**src/rtl/scu_regs.svh**
```systemverilog
/*
 * Register offsets, field positions, reset values and timing counts of the serial
 * communication unit. Definitions only; included by the package and the modules.
 */
`ifndef SCU_REGS_SVH
`define SCU_REGS_SVH

// Register byte offsets on the APB (one aligned 32-bit word each).
`define SCU_OFF_MODE    8'h00
`define SCU_OFF_CTRL    8'h04
`define SCU_OFF_BRR     8'h08
`define SCU_OFF_TDR     8'h0C
`define SCU_OFF_RDR     8'h10
`define SCU_OFF_STATUS  8'h14
`define SCU_OFF_CLEAR   8'h18
`define SCU_OFF_IEN     8'h1C
`define SCU_OFF_FLAGS   8'h20

// Field positions in serial_mode_config.
`define SCU_MB_SYNC     7
`define SCU_MB_CHR      6
`define SCU_MB_PE       5
`define SCU_MB_ODD      4
`define SCU_MB_STOP     3
`define SCU_MB_MP       2

// Field positions in serial_control.
`define SCU_CB_CLOCK_ENABLE_0     0
`define SCU_CB_CLOCK_ENABLE_1     1
`define SCU_CB_MPB_TX   2
`define SCU_CB_RE       4
`define SCU_CB_TE       5

// Event bit positions shared by status, clear and enable registers.
`define SCU_EV_RXF      0
`define SCU_EV_TXE      1
`define SCU_EV_TEND     2
`define SCU_EV_OVERRUN_ERROR_FLAG     3
`define SCU_EV_PER      4
`define SCU_EV_FER      5
`define SCU_EV_W        6

// Field positions in the live flag register.
`define SCU_FB_TDRE     0
`define SCU_FB_RDRF     1
`define SCU_FB_TEND     2
`define SCU_FB_RXBUSY   3
`define SCU_FB_TXBUSY   4

// Reset values.
`define SCU_RST_MODE    8'h00
`define SCU_RST_CTRL    8'h00
`define SCU_RST_BRR     8'h03
`define SCU_RST_DATA    8'h00

// Oversampling: sixteen ticks per bit, centre sample on the eighth tick.
`define SCU_OVS_LAST    4'hF
`define SCU_SAMPLE_PT   4'h7
`define SCU_SYNC_LAST   4'h7
`define SCU_DATA8       4'h8
`define SCU_DATA7       4'h7

`endif

```
**src/rtl/scu_pkg.sv**
```systemverilog
/*
 * Types and shared decode functions of the serial communication unit.
 * Assumes scu_regs.svh is on the include path.
 */
`include "scu_regs.svh"

package scu_pkg;

  // Effective character format after mode overrides are applied.
  typedef struct packed {
    logic sync;
    logic seven;
    logic par_en;
    logic par_odd;
    logic two_stop;
    logic mp_en;
  } scu_fmt_t;

  // One received character with its check results.
  typedef struct packed {
    logic [7:0] data;
    logic       extra;
    logic       par_err;
    logic       frm_err;
  } scu_rx_res_t;

  typedef enum logic [1:0] {
    SCU_TX_IDLE  = 2'b01,
    SCU_TX_SHIFT = 2'b10
  } scu_tx_st_t;

  typedef enum logic [2:0] {
    SCU_RX_IDLE  = 3'b001,
    SCU_RX_START = 3'b010,
    SCU_RX_BITS  = 3'b100
  } scu_rx_st_t;

  // Synchronous mode forces 8 bits with nothing else; the MP bit displaces parity.
  function automatic scu_fmt_t decode_fmt(input logic [7:0] mode);
    scu_fmt_t f;
    f.sync     = mode[`SCU_MB_SYNC];
    f.seven    = !f.sync && mode[`SCU_MB_CHR];
    f.mp_en    = !f.sync && mode[`SCU_MB_MP];
    f.par_en   = !f.sync && !f.mp_en && mode[`SCU_MB_PE];
    f.par_odd  = mode[`SCU_MB_ODD];
    f.two_stop = !f.sync && mode[`SCU_MB_STOP];
    return f;
  endfunction

  // Parity bit that makes the count of ones even, or odd when odd is set.
  function automatic logic par_bit(input logic [7:0] d, input logic seven, input logic odd);
    logic [7:0] m;
    m = seven ? {1'b0, d[6:0]} : d;
    return (^m) ^ odd;
  endfunction

  function automatic logic [3:0] data_len(input scu_fmt_t f);
    return f.seven ? `SCU_DATA7 : `SCU_DATA8;
  endfunction

endpackage

```
**src/rtl/scu_baud.sv**
```systemverilog
/*
 * Clock source of the serial unit: an internal divider giving the sixteen-times
 * tick, or edges of the serial clock pin. The pin is taken as synchronous to pclk.
 */
`timescale 1ns/10ps
`include "scu_regs.svh"

module scu_baud #(
  parameter int DIV_W = 8
) (
  // Clock and reset.
  input  wire logic             pclk,
  input  wire logic             presetn,
  // Configuration.
  input  wire logic [DIV_W-1:0] divisor,
  input  wire logic             use_ext,
  // Serial clock pin level.
  input  wire logic             sck_in,
  // Timing strobes.
  output logic                  tick16,
  output logic                  sck_rise,
  output logic                  sck_fall
);

  logic [DIV_W-1:0] cnt_r;
  logic [DIV_W-1:0] cnt_nxt;
  logic             sck_prev_r;
  logic             tick_nxt;
  logic             rise_nxt;
  logic             fall_nxt;

  // Divider wraps at the programmed value; external mode holds it at zero and passes each pin rising edge on as the tick.
  always_comb begin
    rise_nxt = sck_in && !sck_prev_r;
    fall_nxt = !sck_in && sck_prev_r;
    if (use_ext || cnt_r >= divisor) begin
      cnt_nxt = '0;
    end else begin
      cnt_nxt = cnt_r + DIV_W'(1);
    end
    tick_nxt = use_ext ? rise_nxt : (cnt_r >= divisor);
  end

  // Strobes are registered so that each lasts exactly one pclk cycle.
  always_ff @(posedge pclk or negedge presetn) begin
    if (!presetn) begin
      cnt_r      <= '0;
      sck_prev_r <= 1'b1;
      tick16     <= 1'b0;
      sck_rise   <= 1'b0;
      sck_fall   <= 1'b0;
    end else begin
      cnt_r      <= cnt_nxt;
      sck_prev_r <= sck_in;
      tick16     <= tick_nxt;
      sck_rise   <= rise_nxt;
      sck_fall   <= fall_nxt;
    end
  end

endmodule

```
**src/rtl/scu_rx.sv**
```systemverilog
/*
 * Receive shift section of the serial unit. Produces one registered pulse per
 * character with the data and its checks; the holding buffer lives in the top.
 */
`timescale 1ns/10ps
`include "scu_regs.svh"

module scu_rx (
  // Clock and reset.
  input  wire logic               pclk,
  input  wire logic               presetn,
  // Format and enable.
  input  wire scu_pkg::scu_fmt_t  fmt,
  input  wire logic               enable,
  // Line and timing.
  input  wire logic               rxd,
  input  wire logic               tick16,
  input  wire logic               sync_smp,
  // Result.
  output logic                    done,
  output scu_pkg::scu_rx_res_t    res,
  output logic                    busy
);

  scu_pkg::scu_rx_st_t  st_r,    st_nxt;
  logic [3:0]           os_r,    os_nxt;
  logic [3:0]           idx_r,   idx_nxt;
  logic [9:0]           sh_r,    sh_nxt;
  logic                 prev_r,  prev_nxt;
  logic                 done_nxt;
  scu_pkg::scu_rx_res_t res_nxt;
  logic [3:0]           nd;
  logic [3:0]           last;
  logic                 smp;

  // One state machine serves both modes; synchronous mode has its own sample strobe and skips the start state.
  always_comb begin
    st_nxt   = st_r;
    os_nxt   = os_r;
    idx_nxt  = idx_r;
    sh_nxt   = sh_r;
    prev_nxt = tick16 ? rxd : prev_r;
    done_nxt = 1'b0;
    res_nxt  = res;
    nd       = scu_pkg::data_len(fmt);
    last     = nd + 4'((fmt.par_en || fmt.mp_en) ? 1 : 0);
    smp      = fmt.sync ? sync_smp : (tick16 && os_r == `SCU_SAMPLE_PT);
    if (tick16) begin
      os_nxt = os_r + 4'h1;
    end
    case (st_r)
      scu_pkg::SCU_RX_IDLE: begin
        idx_nxt = '0;
        if (enable && fmt.sync && sync_smp) begin
          sh_nxt[0] = rxd;
          idx_nxt   = 4'h1;
          st_nxt    = scu_pkg::SCU_RX_BITS;
        end else if (enable && !fmt.sync && tick16 && prev_r && !rxd) begin
          os_nxt = 4'h1;
          st_nxt = scu_pkg::SCU_RX_START;
        end
      end
      scu_pkg::SCU_RX_START: begin
        if (smp) begin
          st_nxt = rxd ? scu_pkg::SCU_RX_IDLE : scu_pkg::SCU_RX_BITS;   // A high centre is a glitch.
        end
      end
      scu_pkg::SCU_RX_BITS: begin
        if (smp) begin
          sh_nxt[idx_r] = rxd;
          idx_nxt       = idx_r + 4'h1;
          if (fmt.sync ? (idx_r == `SCU_SYNC_LAST) : (idx_r == last)) begin
            st_nxt           = scu_pkg::SCU_RX_IDLE;
            done_nxt         = 1'b1;
            res_nxt.data     = fmt.seven ? {1'b0, sh_nxt[6:0]} : sh_nxt[7:0];
            res_nxt.extra    = sh_nxt[nd];
            res_nxt.par_err  = fmt.par_en &&
                               (sh_nxt[nd] != scu_pkg::par_bit(sh_nxt[7:0], fmt.seven, fmt.par_odd));
            res_nxt.frm_err  = !fmt.sync && !rxd;                       // Only the first stop is checked.
          end
        end
      end
      default: begin
        st_nxt = scu_pkg::SCU_RX_IDLE;
      end
    endcase
    if (!enable) begin
      st_nxt = scu_pkg::SCU_RX_IDLE;
    end
  end

  // State registers.
  always_ff @(posedge pclk or negedge presetn) begin
    if (!presetn) begin
      st_r   <= scu_pkg::SCU_RX_IDLE;
      os_r   <= '0;
      idx_r  <= '0;
      sh_r   <= '0;
      prev_r <= 1'b1;
      done   <= 1'b0;
      res    <= '0;
    end else begin
      st_r   <= st_nxt;
      os_r   <= os_nxt;
      idx_r  <= idx_nxt;
      sh_r   <= sh_nxt;
      prev_r <= prev_nxt;
      done   <= done_nxt;
      res    <= res_nxt;
    end
  end

  assign busy = (st_r != scu_pkg::SCU_RX_IDLE);

endmodule

```
**src/rtl/scu_top.sv**
```systemverilog
/*
 * Serial communication unit: APB register file, interrupt logic, transmitter,
 * serial clock pin control, and instances of the clock source and receiver.
 * Assumes one 20 MHz pclk and pins that are synchronous to it.
 */
`timescale 1ns/10ps
`include "scu_regs.svh"

// Overview of operation
// - Synchronous characters are always eight data bits, no parity, MP or stop bit.
// - Synchronous receive reports overrun only.
// - Synchronous with clock_enable_1 clear: internal generator, clock driven out.
// - Synchronous with clock_enable_1 set: shift on the incoming pin clock.
// - Async: bit 6 selects 7 or 8 data, bit 5 parity, bit 3 stops.
// - Async: bit 2 puts a multiprocessor bit instead of parity.
// - Async internal clock; clock_enable_0 outputs a bit-rate clock on the pin.
// - Async clock_enable_1 set: pin supplies sixteen-times bit rate clock.
// - Frame order: low start, data LSB first, parity or MP, high stops.
// - Line idles high; reception starts on a fall to low.
// - Transmitter and receiver run independently, full duplex.
// - Each direction has a holding buffer apart from its shift register.
// - Receiver samples each bit on the eighth sixteen-times tick, or on the pin's rising edge in synchronous pin-clock mode.
// - Parity checked against the chosen even or odd sense.
module scu_top (
  // Clock and reset.
  input  wire logic        pclk,
  input  wire logic        presetn,
  // APB slave.
  input  wire logic        psel,
  input  wire logic        penable,
  input  wire logic        pwrite,
  input  wire logic [7:0]  paddr,
  input  wire logic [31:0] pwdata,
  output logic      [31:0] prdata,
  output logic             pready,
  output logic             pslverr,
  // Serial data lines.
  output logic             txd,
  input  wire logic        rxd,
  // Serial clock pin.
  input  wire logic        sck_i,
  output logic             sck_o,
  output logic             sck_oe,
  // Interrupt.
  output logic             irq
);

  logic [7:0]            mode_r,  mode_nxt;
  logic [7:0]            ctrl_r,  ctrl_nxt;
  logic [7:0]            brr_r,   brr_nxt;
  logic [7:0]            tdr_r,   tdr_nxt;
  logic [7:0]            rdr_r,   rdr_nxt;
  logic [`SCU_EV_W-1:0]  sts_r,   sts_nxt;
  logic [`SCU_EV_W-1:0]  ien_r,   ien_nxt;
  logic                  tdre_r,  tdre_nxt;
  logic                  rdrf_r,  rdrf_nxt;
  logic                  tend_r,  tend_nxt;
  logic [31:0]           prdata_nxt;
  logic                  pready_nxt;
  logic                  pslverr_nxt;
  logic                  irq_nxt;
  scu_pkg::scu_tx_st_t   tx_st_r, tx_st_nxt;
  logic [10:0]           tx_sh_r, tx_sh_nxt;
  logic [3:0]            tx_cnt_r, tx_cnt_nxt;
  logic [3:0]            ph_r,    ph_nxt;
  logic                  txd_nxt;
  logic                  sck_o_nxt;
  logic                  sck_oe_nxt;
  logic                  tx_load;
  logic                  tx_end;
  logic                  tx_step;
  logic                  rx_smp;
  logic                  wr_en;
  logic                  rd_en;
  logic [`SCU_EV_W-1:0]  ev;
  scu_pkg::scu_fmt_t     fmt;
  logic                  ext_clk;
  logic                  tick16;
  logic                  sck_rise;
  logic                  sck_fall;
  logic                  rx_done;
  scu_pkg::scu_rx_res_t  rx_res;
  logic                  rx_busy;

  // Register fields as used by the logic.
  assign fmt     = scu_pkg::decode_fmt(mode_r);
  assign ext_clk = ctrl_r[`SCU_CB_CLOCK_ENABLE_1];
  assign wr_en   = psel && penable && pready && pwrite;
  assign rd_en   = psel && penable && pready && !pwrite;

  // Returns the frame bits after the start bit, first bit to go out in bit 0.
  function automatic logic [10:0] frame_bits(input scu_pkg::scu_fmt_t f, input logic [7:0] d,
                                             input logic multiproc_bit);
    logic [10:0] v;
    logic [3:0]  nd;
    v  = '1;                                                            // Stops are ones.
    nd = scu_pkg::data_len(f);
    for (int i = 0; i < 8; i++) begin
      if (4'(i) < nd) begin
        v[i] = d[i];
      end
    end
    if (f.mp_en) begin
      v[nd] = multiproc_bit;
    end else if (f.par_en) begin
      v[nd] = scu_pkg::par_bit(d, f.seven, f.par_odd);
    end
    return v;
  endfunction

  // Count of bit times after the start bit.
  function automatic logic [3:0] frame_len(input scu_pkg::scu_fmt_t f);
    return scu_pkg::data_len(f) + 4'((f.par_en || f.mp_en) ? 1 : 0) + 4'(f.two_stop ? 2 : 1);
  endfunction

  // Clock source: divider, or the pin's own edges when clock_enable_1 is set.
  scu_baud #(
    .DIV_W    (8)
  ) u_baud (
    .pclk     (pclk),
    .presetn  (presetn),
    .divisor  (brr_r),
    .use_ext  (ext_clk),
    .sck_in   (sck_i),
    .tick16   (tick16),
    .sck_rise (sck_rise),
    .sck_fall (sck_fall)
  );

  // Receiver shift section; it never waits for the transmitter.
  scu_rx u_rx (
    .pclk     (pclk),
    .presetn  (presetn),
    .fmt      (fmt),
    .enable   (ctrl_r[`SCU_CB_RE]),
    .rxd      (rxd),
    .tick16   (tick16),
    .sync_smp (rx_smp),
    .done     (rx_done),
    .res      (rx_res),
    .busy     (rx_busy)
  );

  // Bit-time strobes: the phase counter runs on the sixteen-times tick; a synchronous
  // external clock shifts out on its falling edge and samples on its rising edge.
  always_comb begin
    ph_nxt = tick16 ? ph_r + 4'h1 : ph_r;
    if (fmt.sync && ext_clk) begin
      tx_step = sck_fall;
      rx_smp  = sck_rise;
    end else begin
      tx_step = tick16 && (ph_r == `SCU_OVS_LAST);
      rx_smp  = tick16 && (ph_r == `SCU_SAMPLE_PT);
    end
  end

  // Serial clock pin: rising edge at each bit centre; idle high in synchronous mode when neither TE nor RE is set.
  always_comb begin
    sck_oe_nxt = !ext_clk && (fmt.sync || ctrl_r[`SCU_CB_CLOCK_ENABLE_0]);
    if (fmt.sync && !(ctrl_r[`SCU_CB_TE] || ctrl_r[`SCU_CB_RE])) begin
      sck_o_nxt = 1'b1;
    end else begin
      sck_o_nxt = sck_oe_nxt && ph_nxt[3];
    end
  end

  // Transmitter: shift register fed from the holding register, back to back when full.
  always_comb begin
    tx_st_nxt  = tx_st_r;
    tx_sh_nxt  = tx_sh_r;
    tx_cnt_nxt = tx_cnt_r;
    txd_nxt    = txd;
    tx_load    = 1'b0;
    tx_end     = 1'b0;
    case (tx_st_r)
      scu_pkg::SCU_TX_IDLE: begin
        txd_nxt = 1'b1;
        if (tx_step && ctrl_r[`SCU_CB_TE] && !tdre_r) begin
          tx_load = 1'b1;
        end
      end
      scu_pkg::SCU_TX_SHIFT: begin
        if (tx_step) begin
          if (tx_cnt_r != 4'h0) begin
            txd_nxt    = tx_sh_r[0];
            tx_sh_nxt  = {1'b1, tx_sh_r[10:1]};
            tx_cnt_nxt = tx_cnt_r - 4'h1;
          end else if (ctrl_r[`SCU_CB_TE] && !tdre_r) begin
            tx_load = 1'b1;
          end else begin
            tx_end    = 1'b1;
            txd_nxt   = 1'b1;
            tx_st_nxt = scu_pkg::SCU_TX_IDLE;
          end
        end
      end
      default: begin
        tx_st_nxt = scu_pkg::SCU_TX_IDLE;
      end
    endcase
    if (tx_load) begin
      tx_st_nxt = scu_pkg::SCU_TX_SHIFT;
      if (fmt.sync) begin
        txd_nxt    = tdr_r[0];
        tx_sh_nxt  = {4'hF, tdr_r[7:1]};
        tx_cnt_nxt = `SCU_SYNC_LAST;
      end else begin
        txd_nxt    = 1'b0;
        tx_sh_nxt  = frame_bits(fmt, tdr_r, ctrl_r[`SCU_CB_MPB_TX]);
        tx_cnt_nxt = frame_len(fmt);
      end
    end
    if (!ctrl_r[`SCU_CB_TE]) begin
      tx_st_nxt = scu_pkg::SCU_TX_IDLE;
      txd_nxt   = 1'b1;
    end
  end

  // Register file, holding buffers and sticky events; hardware sets win over clears.
  always_comb begin
    mode_nxt = mode_r;
    ctrl_nxt = ctrl_r;
    brr_nxt  = brr_r;
    tdr_nxt  = tdr_r;
    rdr_nxt  = rdr_r;
    ien_nxt  = ien_r;
    tdre_nxt = tdre_r;
    rdrf_nxt = rdrf_r;
    tend_nxt = tend_r;
    sts_nxt  = sts_r;
    ev       = '0;
    if (wr_en) begin
      case (paddr)
        `SCU_OFF_MODE:  mode_nxt = pwdata[7:0];
        `SCU_OFF_CTRL:  ctrl_nxt = pwdata[7:0];
        `SCU_OFF_BRR:   brr_nxt  = pwdata[7:0];
        `SCU_OFF_TDR: begin
          tdr_nxt  = pwdata[7:0];
          tdre_nxt = 1'b0;
          tend_nxt = 1'b0;
        end
        `SCU_OFF_CLEAR: sts_nxt  = sts_r & ~pwdata[`SCU_EV_W-1:0];
        `SCU_OFF_IEN:   ien_nxt  = pwdata[`SCU_EV_W-1:0];
        default: begin
        end
      endcase
    end
    if (rd_en && paddr == `SCU_OFF_RDR) begin
      rdrf_nxt = 1'b0;                                                  // Reading the data frees the buffer.
    end
    if (tx_load) begin
      tdre_nxt = 1'b1;
      ev[`SCU_EV_TXE] = 1'b1;
    end
    if (tx_end) begin
      tend_nxt = 1'b1;
      ev[`SCU_EV_TEND] = 1'b1;
    end
    if (!ctrl_r[`SCU_CB_TE]) begin
      tdre_nxt = 1'b1;
    end
    if (rx_done) begin
      if (rdrf_r) begin
        ev[`SCU_EV_OVERRUN_ERROR_FLAG] = 1'b1;                                        // Old data kept.
      end else if (rx_res.par_err || rx_res.frm_err) begin
        ev[`SCU_EV_PER] = rx_res.par_err;
        ev[`SCU_EV_FER] = rx_res.frm_err;
      end else begin
        rdr_nxt  = rx_res.data;
        rdrf_nxt = 1'b1;
        ev[`SCU_EV_RXF] = 1'b1;
      end
    end
    sts_nxt = sts_nxt | ev;
    irq_nxt = |(sts_nxt & ien_nxt);
  end

  // APB answer: pready rises in the access phase, one cycle after setup.
  always_comb begin
    pready_nxt  = psel && !penable;
    pslverr_nxt = 1'b0;
    prdata_nxt  = '0;
    if (psel && !penable) begin
      case (paddr)
        `SCU_OFF_MODE:   prdata_nxt = {24'h000000, mode_r};
        `SCU_OFF_CTRL:   prdata_nxt = {24'h000000, ctrl_r};
        `SCU_OFF_BRR:    prdata_nxt = {24'h000000, brr_r};
        `SCU_OFF_TDR:    prdata_nxt = {24'h000000, tdr_r};
        `SCU_OFF_RDR:    prdata_nxt = {24'h000000, rdr_r};
        `SCU_OFF_STATUS: prdata_nxt = {26'h0000000, sts_r};
        `SCU_OFF_CLEAR:  prdata_nxt = '0;
        `SCU_OFF_IEN:    prdata_nxt = {26'h0000000, ien_r};
        `SCU_OFF_FLAGS: begin
          prdata_nxt[`SCU_FB_TDRE]   = tdre_r;
          prdata_nxt[`SCU_FB_RDRF]   = rdrf_r;
          prdata_nxt[`SCU_FB_TEND]   = tend_r;
          prdata_nxt[`SCU_FB_RXBUSY] = rx_busy;
          prdata_nxt[`SCU_FB_TXBUSY] = (tx_st_r != scu_pkg::SCU_TX_IDLE);
        end
        default:         pslverr_nxt = 1'b1;
      endcase
    end
  end

  // All top-level state and every output are registered here.
  always_ff @(posedge pclk or negedge presetn) begin
    if (!presetn) begin
      mode_r   <= `SCU_RST_MODE;
      ctrl_r   <= `SCU_RST_CTRL;
      brr_r    <= `SCU_RST_BRR;
      tdr_r    <= `SCU_RST_DATA;
      rdr_r    <= `SCU_RST_DATA;
      sts_r    <= '0;
      ien_r    <= '0;
      tdre_r   <= 1'b1;
      rdrf_r   <= 1'b0;
      tend_r   <= 1'b1;
      tx_st_r  <= scu_pkg::SCU_TX_IDLE;
      tx_sh_r  <= '1;
      tx_cnt_r <= '0;
      ph_r     <= '0;
      txd      <= 1'b1;
      sck_o    <= 1'b1;
      sck_oe   <= 1'b0;
      irq      <= 1'b0;
      prdata   <= '0;
      pready   <= 1'b0;
      pslverr  <= 1'b0;
    end else begin
      mode_r   <= mode_nxt;
      ctrl_r   <= ctrl_nxt;
      brr_r    <= brr_nxt;
      tdr_r    <= tdr_nxt;
      rdr_r    <= rdr_nxt;
      sts_r    <= sts_nxt;
      ien_r    <= ien_nxt;
      tdre_r   <= tdre_nxt;
      rdrf_r   <= rdrf_nxt;
      tend_r   <= tend_nxt;
      tx_st_r  <= tx_st_nxt;
      tx_sh_r  <= tx_sh_nxt;
      tx_cnt_r <= tx_cnt_nxt;
      ph_r     <= ph_nxt;
      txd      <= txd_nxt;
      sck_o    <= sck_o_nxt;
      sck_oe   <= sck_oe_nxt;
      irq      <= irq_nxt;
      prdata   <= prdata_nxt;
      pready   <= pready_nxt;
      pslverr  <= pslverr_nxt;
    end
  end

endmodule

```
**config.mk**
```make
export PLATFORM = sky130hd
export DESIGN_NAME = scu_top
export DESIGN_NICKNAME = d
export VERILOG_FILES = /design/src/rtl/scu_pkg.sv /design/src/rtl/scu_baud.sv /design/src/rtl/scu_rx.sv /design/src/rtl/scu_top.sv
export VERILOG_INCLUDE_DIRS = /design/src /design/src/rtl
export SDC_FILE = /design/constraint.sdc
export NUM_CORES = 1
export LEC_CHECK = 0
export ABC_AREA = 1
export BUFFER_PORTS_ARGS = -buffer_cell sky130_fd_sc_hd__buf_2
export CAP_MARGIN = 0
export CORE_ASPECT_RATIO = 0.6
export CORE_UTILIZATION = 60
export CTS_BUF_LIST = sky130_fd_sc_hd__clkbuf_8
export CTS_CLUSTER_DIAMETER = 120
export DETAILED_ROUTE_END_ITERATION = 10
export PLACE_DENSITY = 0.82
export SLEW_MARGIN = 20
export SYNTH_ARGS = -nofsm -noshare
export SYNTH_HDL_FRONTEND = slang
export SYNTH_SLANG_ARGS = --single-unit
```
**constraint.sdc**
```tcl
create_clock -name pclk -period 4.2 [get_ports pclk]
set_input_delay 0.21 -clock pclk [delete_from_list [all_inputs] [get_ports pclk]]
set_output_delay 0.21 -clock pclk [all_outputs]
set_load 0.05 [all_outputs]
```
After elaboration in Yosys (flattened, before gate mapping)
Index checks and enable logic that the tools add are counted.
{"block": "op_classes", "shift": 0, "mux": 128, "n_eq_ne": 35, "bitwise_logic": 8, "n_addsub": 7, "n_lt_le_gt_ge": 13, "div_mod_pow": 0, "reduce_logical": 75, "n_mul": 0}
{"cell": "2-to-1 mux 11 bit", "n": 7}
{"cell": "2-to-1 mux 1 bit", "n": 71}
{"cell": "2-to-1 mux 4 bit", "n": 12}
{"cell": "case mux 5 bit (8 select lines)", "n": 1}
{"cell": "logical AND 1 bit", "n": 33}
{"cell": "equality test 8 x 5 -> 1 bit, second input constant", "n": 4}
{"cell": "2-to-1 mux 32 bit", "n": 1}
{"cell": "2-to-1 mux 3 bit", "n": 8}
{"cell": "2-to-1 mux 6 bit", "n": 4}
{"cell": "2-to-1 mux 8 bit", "n": 3}
{"cell": "bitwise mux 11 bit", "n": 2}
{"cell": "case mux 3 bit (7 select lines)", "n": 1}
{"cell": "equality test 8 x 4 -> 1 bit, second input constant", "n": 2}
{"cell": "< comparator 3 x 4 -> 1 bit, first input constant", "n": 4}
{"cell": "2-to-1 mux 2 bit", "n": 8}
{"cell": "AND reduction 2 bit", "n": 8}
{"cell": "parity 8 bit", "n": 2}
{"cell": "AND reduction 3 bit", "n": 5}
{"cell": "adder 4 x 1 -> 4 bit, second input constant", "n": 3}
{"cell": "bitwise AND 6 bit", "n": 2}
{"cell": "equality test 4 x 3 -> 1 bit, second input constant", "n": 3}
{"cell": "!= test 4 bit, second input constant", "n": 3}
{"cell": "nonzero test 2 bit", "n": 6}
{"cell": "bitwise mux 10 bit", "n": 1}
{"cell": "other kinds (43)", "n": 72}
{"block": "word_totals", "register_bits": 159, "in_bits": 47, "elab_cells": 303, "output_inout_bits": 38, "ramBits": 0, "mem_bits_ro": 0, "n_memories": 0, "latchBits": 0}

Longest topological paths before layout
Gate-level depths: netlist (run 1).
{"block": "logic_depth", "ltp_word": 14, "mapped_depth": 17, "depth_no_buf": 16}

Cells and area by module
A second synthesis (run 1) with hierarchy kept.
{"block": "hier_totals", "cells_unflattened": 942, "area_unflattened_um2": 7444.6}
{"mod": "scu_top", "cells_each": 579, "area_each_um2": 4692.0, "n_inst": 1, "seq_area_each_um2": 2222.1}
{"mod": "scu_rx", "cells_each": 281, "area_each_um2": 2060.7, "n_inst": 1, "seq_area_each_um2": 828.3}
{"mod": "scu_baud", "cells_each": 82, "area_each_um2": 691.9, "n_inst": 1, "seq_area_each_um2": 301.5}

Least setup slack after synthesis (run 1)
OpenSTA, ideal clock, no wires.
{"block": "synth_path", "path_type": "register -> register", "startpoint": "register mode_r[7]", "endpoint": "register u_rx.res[0] (netlist bit)", "setup_time_ns": 0.117, "setup_slack_ns": 2.090, "n_path_buf": 2, "path_stages_with_launch": 13, "t_arrival_ns": 1.993, "period_less_slack_ns": 2.110, "path_cell_list": "dfrtp_1 buf_4 inv_4 o21ai_0 ha_1 or2_1 nor2_1 nand3_1 a21oi_2 nand3_2 buf_4 nand2_1 o21ai_2"}
{"block": "synth_between", "elab_chain_cells": 11}
{"element": "start, declared", "line": "scu_top.sv:48", "text": "logic [7:0] mode_r, mode_nxt;"}
{"element": "start signal, assigned", "line": "scu_top.sv:308", "text": "mode_r <= `SCU_RST_MODE;"}
{"element": "start signal, assigned", "line": "scu_top.sv:330", "text": "mode_r <= mode_nxt;"}
{"element": "zero test 1 bit"}
{"element": "logical AND 1 bit", "line": "scu_pkg.sv:43", "text": "f.mp_en = !f.sync && mode[`SCU_MB_MP];"}
{"element": "zero test 1 bit", "line": "scu_pkg.sv:44", "text": "f.par_en = !f.sync && !f.mp_en && mode[`SCU_MB_PE];"}
{"element": "logical AND 1 bit (2 in series)", "line": "scu_pkg.sv:44"}
{"element": "logical OR 1 bit", "line": "scu_rx.sv:46", "text": "last = nd + 4'((fmt.par_en || fmt.mp_en) ? 1 : 0);"}
{"element": "2-to-1 mux 1 bit", "line": "scu_rx.sv:46"}
{"element": "adder 4 bit", "line": "scu_rx.sv:46"}
{"element": "equality test 4 bit", "line": "scu_rx.sv:72", "text": "if (fmt.sync ? (idx_r == `SCU_SYNC_LAST) : (idx_r == last)) begin"}
{"element": "2-to-1 mux 1 bit", "line": "scu_rx.sv:72"}
{"element": "AND reduction 3 bit (no line)"}
{"element": "end signal, assigned", "line": "scu_rx.sv:109", "text": "res <= res_nxt;"}
{"element": "end, declared", "line": "scu_rx.sv:21", "text": "output scu_pkg::scu_rx_res_t res,"}
Several ways; a longest one is shown, not always the timed one.
A chain may end at the register's enable or synchronous reset.

Worst setup path after layout (run 1)
{"block": "layout_path", "startpoint": "register mode_r[7]", "endpoint": "register u_rx.res[1] (netlist bit)"}
{"block": "layout_between", "elab_chain_cells": 11}
{"element": "zero test 1 bit", "line": "scu_pkg.sv:42, scu_pkg.sv:43, scu_pkg.sv:44"}
{"element": "logical AND 1 bit", "line": "scu_pkg.sv:43"}
{"element": "zero test 1 bit", "line": "scu_pkg.sv:44"}
{"element": "logical AND 1 bit (2 in series)", "line": "scu_pkg.sv:44"}
{"element": "logical OR 1 bit", "line": "scu_rx.sv:46"}
{"element": "2-to-1 mux 1 bit", "line": "scu_rx.sv:46"}
{"element": "adder 4 bit", "line": "scu_rx.sv:46"}
{"element": "equality test 4 bit", "line": "scu_rx.sv:72"}
{"element": "2-to-1 mux 1 bit", "line": "scu_rx.sv:72"}
{"element": "AND reduction 3 bit (no line)"}
Several ways; a longest one is shown, not always the timed one. The select of a mux whose other input is x is not followed.

==> results.json, run 1 <==
{
  "critPathKind": "flop to flop",
  "pin_count": 85,
  "cts_sinks": 132,
  "crit_path_top_delay_cell": "dfrtp_1",
  "slowest_delay_ps": 590,
  "port_buffers": 36,
  "cts_made_buffers": 17,
  "synth_compound_area_share_pct": 12.8,
  "dr.pass1.iters": 5,
  "crit_path_start_kind": "flop",
  "synth_mux_area_share_pct": 1.09,
  "path_cells": "inv_4 > o21ai_0 > ha_1 > or2_1 > nor2_1 > nand3_1 > a21oi_2 > nand3_2 > nor4_1 > nand2_1 > nand2_1",
  "grt_start_max_net_pins": 111,
  "r2r_slack_ps": 1400,
  "crit_fanout": 19,
  "h-tree-depth": 4,
  "placed_cells": 1052,
  "yosysSeqAreaShare_pct": 45.9,
  "seq_power_share_pct": 49.0,
  "synth-seq-cells": 132,
  "area_growth_syn_to_layout_pct": 9.63,
  "timing.fmax_mhz": 357,
  "via_per_inst": 5.59,
  "core_area_mm2": 0.0115,
  "tightestPinTransition_ps": 855,
  "crit_family": "simple AND/OR/NAND/NOR gates",
  "dieHeight_um": 87.2,
  "path_clk_slew_ps": 80,
  "design_area_mm2": 0.00795,
  "slew_headroom_pct": 42.5,
  "ir_drop_mv": 0.197,
  "place_area_mm2": 0.00747,
  "setup_viol": 0,
  "synthArstFlopShare_pct": 100,
  "synth-xor-area-share_pct": 2.42,
  "cts_resized": 0,
  "fin_util_pct": 69.0,
  "hold_viol_final": 0,
  "dieArea_mm2": 0.0125,
  "synth_top_family_by_area": "simple AND/OR/NAND/NOR gates",
  "cellPowerDensity_mw_per_mm2": 347,
  "ys.flop_type": "dfrtp_1",
  "dpl.hpwl_um": 13100,
  "finalPower_mw": 2.76,
  "drt_iter0_drc": 613,
  "clkLatencyLatePin_ps": 450,
  "grt_pass1_vias": 5542,
  "ys_warn_count": 0,
  "clkPwrFrac_pct": 42.1,
  "final.setup.tns_ps": 0,
  "period_minus_slack_ps": 2800,
  "synth_fa_ha_area_share_pct": 3.73,
  "fin_nets": 983,
  "grt_overflow": 0,
  "critPathRequiredTime_ps": 4590,
  "start_util_pct": 62.9,
  "drv_cap": 0,
  "wl_per_cell_um": 16.5,
  "synth.distinct_cells": 55,
  "synth-simple-area-share_pct": 24.9,
  "arrival_ps": 3180,
  "fin_crit_sh_pct": 66.7,
  "place.gp.congestion": 0.975,
  "syn_inst": 872,
  "p_switching_mw": 0.740,
  "drive_gt1_share_pct": 17.6,
  "diodes": 0,
  "cts-root-buf": "clkbuf_8",
  "hold_path.class": "primary input to flop",
  "skew_ps": 14.0,
  "p_int_mw": 2.02,
  "std_cell_rows": 30,
  "tritoncts": "done",
  "track_usage_pct": 31.7,
  "status": "finished clean",
  "crit_cells": 11,
  "finalMaxSlewViolations": 0,
  "die-width_um": 144,
  "drtAntennaViolNets": 0,
  "cts_buffer_depth": 2,
  "instances_no_fill": 1087,
  "min_path_cells": 3,
  "end_kind": "flop",
  "vias": 6079,
  "grt_first_pass_wirelength_um": 29200,
  "crit_buf_inv": 1,
  "drc": 0,
  "pwr-share-comb_pct": 8.9,
  "critPathMostFrequentCell": "nand2_1",
  "worst-r2r-cell-count": 11,
  "rsz0062_at_grt": "false",
  "syn_area_mm2": 0.00725,
  "antenna_found_initial": 0,
  "avgSynthCellArea_um2": 8.32,
  "swShare_pct": 26.9,
  "nFillCells": 958,
  "drt-total-wl_um": 17900,
  "synth_enable_flop_cells": 0,
  "power_leakage_nw": 3.85
}
[layout make-up]
| type | instances | area [µm²] | area share (%) |
|---|---|---|---|
| clock inverter | 11 | 150 | 1.89 |
| clock buffer | 20 | 275 | 3.46 |
| sequential | 132 | 3330 | 41.8 |
| multi-input combinational | 617 | 3350 | 42.1 |
| timing repair buffer | 41 | 251 | 3.16 |
| inverter | 106 | 400 | 5.04 |
| tap | 160 | 200 | 2.52 |
[cell families after synthesis]
group / count (synthesis)
AND/OR/NAND/NOR: 392
adder cells (fa/ha/maj): 21
XOR/XNOR: 20
flip-flops: 132
multiplexers: 7
buffers and inverters: 146
AO/OA/AOI/OAI: 153
other: 1
[cell usage in the layout, fill, tap and decap left out, types with 4 or more instances in the layout]
cell type / synthesis / routed
xnor2_1: 7 / 7
clkbuf_8: 0 / 20
ha_1: 20 / 20
xor2_1: 13 / 13
o21ai_0: 72 / 72
a22o_1: 7 / 7
inv_2: 13 / 13
dfstp_2: 19 / 19
a31oi_1: 7 / 7
nor3_1: 11 / 11
o21ai_1: 11 / 11
nor2_2: 6 / 6
nand3_1: 51 / 51
nand2_2: 16 / 16
nor2_1: 53 / 53
mux2_2: 7 / 7
nand2_1: 220 / 220
buf_2: 2 / 35
inv_1: 92 / 92
dfrtp_1: 113 / 113
o22ai_1: 5 / 5
a21oi_1: 22 / 22
nor4_1: 4 / 4
nor2_4: 8 / 8
o21ai_2: 10 / 10
nand3_2: 4 / 4
conb_1: 1 / 24
nand4_1: 9 / 9
[cell usage after synthesis, drive strengths merged, types with 2 or more instances]
cell type  count  area (µm²)
o22ai          5        31.3
clkbuf         8        30.0
a211oi         2        15.0
a21oi         24         135
nand2        237         937
nor2          69         367
nor4           5        37.5
a22oi          4        43.8
or2            2        12.5
a31oi          7        43.8
inv          106         400
ha            20         250
buf           32         235
mux2           7        78.8
a32o           2        20.0
xor2          13         114
dfrtp        113        2830
o21ai         93         503
a22o           7        61.3
dfstp         19         499
nor3          12        65.1
xnor2          7        61.3
o2111ai        3        26.3
nand3         56         313
nand4          9        56.3
[worst paths after layout]
check	to	from
setup reg to reg	u_rx.res[1]	mode_r[7]
max in group asynchronous	u_rx.prev_r	presetn
setup / recovery	u_rx.res[1]	mode_r[7]
hold / removal	rdrf_r	pwrite
hold reg to reg	u_baud.sck_fall	u_baud.sck_prev_r
min in group asynchronous	tx_cnt_r[3]	presetn
[stage by stage]
step | hold WS, ps | setup WS, ps
3_5_place_dp | 340 | 1460
2_1_floorplan | -85.6 | 2090
3_3_place_gp | 337 | 1490
5_1_grt | 43.9 | 1160
6_report | 43.0 | 1400
4_1_cts | 21.4 | 1430
[power by group through the flow]
stage	clock network, mW	registers, mW	logic (mW)
global route	1.23	1.35	0.271
CTS	1.17	1.35	0.241
floorplan	0	1.37	0.180
detailed placement	0	1.37	0.236
finish	1.16	1.35	0.245
global placement	0	1.37	0.233
[timing repair]
action,in CTS,in global routing
hold endpoints to repair,94,0
buffers inserted,0,0
hold buffers,3,0
[layer usage]
| layer | up-vias | global-route usage (%) | routed length (µm) |
|---|---|---|---|
| met2 | 298 | 41.5 | 7080 |
| met5 | - | 4.45 | 71 |
| met4 | 2 | 8.12 | 258 |
| met1 | 2865 | 49.6 | 8660 |
| met3 | 27 | 9.07 | 1840 |
| li1 | 2887 | - | - |
[worst min-delay path: stages]
cell and delay, ps:
buf_2 120, o41ai_1 80, nand2_1 50
[registers in the layout, summed over array words and instances, names as in the netlist, 3 cells and up]
register,cells
u_rx.res,10
tx_sh_r,9
u_rx.sh_r,9
brr_r,8
ctrl_r,8
mode_r,8
prdata,8
rdr_r,8
tdr_r,8
u_baud.cnt_r,8
ien_r,6
sts_r,6
ph_r,4
tx_cnt_r,4
u_rx.idx_r,4
u_rx.os_r,4
u_rx.st_r,3
No activity file was read; power rests on OpenSTA's default activity.
==> inputs of run 2 (changes only) <==
Clock period 4.2 ns to 2.7 ns, I/O delays scaled along.
==> results.json, run 2 (same netlist as run 1, synthesis figures left out) <==
{
  "status": "finished clean",
  "area_growth_syn_to_layout_pct": 9.73,
  "p_int_mw": 2.97,
  "seq_power_share_pct": 50.5,
  "crit_path_start_kind": "flop",
  "drtAntennaViolNets": 0,
  "tightestPinTransition_ps": 610,
  "fin_util_pct": 69.1,
  "top_register": "u_rx.res",
  "h-tree-depth": 4,
  "via_per_inst": 5.65,
  "hold_path.class": "primary input to flop",
  "p_switching_mw": 1.18,
  "setup_viol": 0,
  "vias": 6178,
  "layout_common_cells": "nand2_1, dfrtp_1, inv_1",
  "critPathRequiredTime_ps": 3040,
  "dieHeight_um": 87.2,
  "start_util_pct": 62.9,
  "cts_buffer_depth": 2,
  "dr.pass1.iters": 6,
  "timing.fmax_mhz": 430,
  "grt_pass1_vias": 5713,
  "fin_crit_sh_pct": 86.1,
  "die-width_um": 144,
  "grt_overflow": 0,
  "drv_cap": 0,
  "design_area_mm2": 0.00796,
  "dieArea_mm2": 0.0125,
  "cts_sinks": 132,
  "drt_iter0_drc": 637,
  "hold_viol_final": 0,
  "mostFrequentLayoutCell": "nand2_1",
  "top_regs": "u_rx.res: 10 flops, tx_sh_r: 9 flops, u_rx.sh_r: 9 flops",
  "critPathKind": "flop to flop",
  "antenna_found_initial": 0,
  "tritoncts": "done",
  "port_buffers": 36,
  "core_area_mm2": 0.0115,
  "whs_ps": 46.3,
  "rsz0062_at_grt": "false",
  "worst-r2r-cell-count": 11,
  "preCtsSetupSlack_ps": 421,
  "slew_headroom_pct": 59.3,
  "place.gp.congestion": 0.942,
  "largest_reg_flops": 10,
  "power_leakage_nw": 3.85,
  "cts_made_buffers": 17,
  "arrival_ps": 2660,
  "skew_ps": 11.2,
  "finalMaxSlewViolations": 0,
  "drt-total-wl_um": 18300,
  "cts-root-buf": "clkbuf_8",
  "dpl.hpwl_um": 13400,
  "clkPwrFrac_pct": 40.2,
  "clkLatencyLatePin_ps": 460,
  "ir_drop_mv": 0.351,
  "drc": 0,
  "crit_fanout": 15,
  "grt_start_max_net_pins": 66,
  "cts_resized": 0,
  "min_path_cells": 3,
  "swShare_pct": 28.5,
  "period_minus_slack_ps": 2320,
  "std_cell_rows": 30,
  "place_area_mm2": 0.00752,
  "grt_first_pass_wirelength_um": 29400,
  "pin_count": 85,
  "path_clk_slew_ps": 80,
  "worst_slack_ps": 376,
  "final.setup.tns_ps": 0,
  "end_kind": "flop",
  "drive_gt1_share_pct": 17.9,
  "diodes": 0,
  "wl_per_cell_um": 16.8,
  "cellPowerDensity_mw_per_mm2": 523,
  "fin_nets": 989,
  "track_usage_pct": 31.9,
  "cts_setup_buffers": 0,
  "pwr-share-comb_pct": 9.3
}
[run 2: changes by cell type in the layout (fill, tap and decap cells not counted)]
cell and delta:
buf_12 +1, buf_4 +4, dlygate4sd3_1 +2, inv_6 +2, clkbuf_8 -3, bufinv_16 -1, buf_16 -1, clkinvlp_4 +2
inv_1 +1
[run 2: metal layers]
| layer | up-vias | global-route usage [%] | wire length [µm] |
|---|---|---|---|
| met5 | - | 0 | 0 |
| met4 | 0 | 11.9 | 349 |
| met3 | 33 | 10.1 | 2160 |
| met2 | 326 | 43.5 | 7340 |
| met1 | 2909 | 47.0 | 8500 |
| li1 | 2910 | - | - |
[run 2: final cells by class]
| cell class | count | area, µm² |
|---|---|---|
| multi-input combinational | 617 | 3350 |
| sequential | 132 | 3330 |
| tap | 160 | 200 |
| fill | 924 | 3570 |
| clock buffer | 17 | 234 |
| timing repair buffer | 47 | 294 |
| clock inverter | 15 | 156 |
| inverter | 106 | 400 |
[run 2: worst paths after layout]
kind | from | to | slack, ps
setup / recovery | mode_r[7] | u_rx.res[8] | 380
min in group asynchronous | presetn | tx_cnt_r[1] | 250
hold reg to reg | tx_sh_r[2] | tx_sh_r[2] | 480
setup reg to reg | mode_r[7] | u_rx.res[8] | 380
max in group asynchronous | presetn | tx_sh_r[4] | 1710
hold / removal | rxd | u_rx.prev_r | 50
[run 2: timing repair]
item,CTS,global route
hold endpoints to repair,57,0
hold buffers,5,0
setup endpoints to repair,0,0
[run 2: per-stage QoR]
stage | std cells | power [mW]
3_3_place_gp | 1057 | 2.50
2_1_floorplan | 895 | 2.41
6_report | 1094 | 4.16
3_5_place_dp | 1057 | 2.52
4_1_cts | 1094 | 4.17
5_1_grt | 1094 | 4.29
[run 2: critical path, cell delays in order, from the launching register on]
cell and delay [ps]:
dfrtp_1 480, inv_4 160, o21ai_0 170, ha_1 230
or2_1 230, nor2_1 90, nand3_1 100, a21oi_2 200
nand3_2 140, buf_4 250, nand2_1 90, o21ai_2 60
[run 2: power by group through the flow]
stage | clock network (mW) | logic (mW) | registers, mW
2_1_floorplan | 0 | 0.279 | 2.13
3_3_place_gp | 0 | 0.369 | 2.13
3_5_place_dp | 0 | 0.381 | 2.14
4_1_cts | 1.68 | 0.388 | 2.10
5_1_grt | 1.76 | 0.428 | 2.11
6_report | 1.67 | 0.388 | 2.10
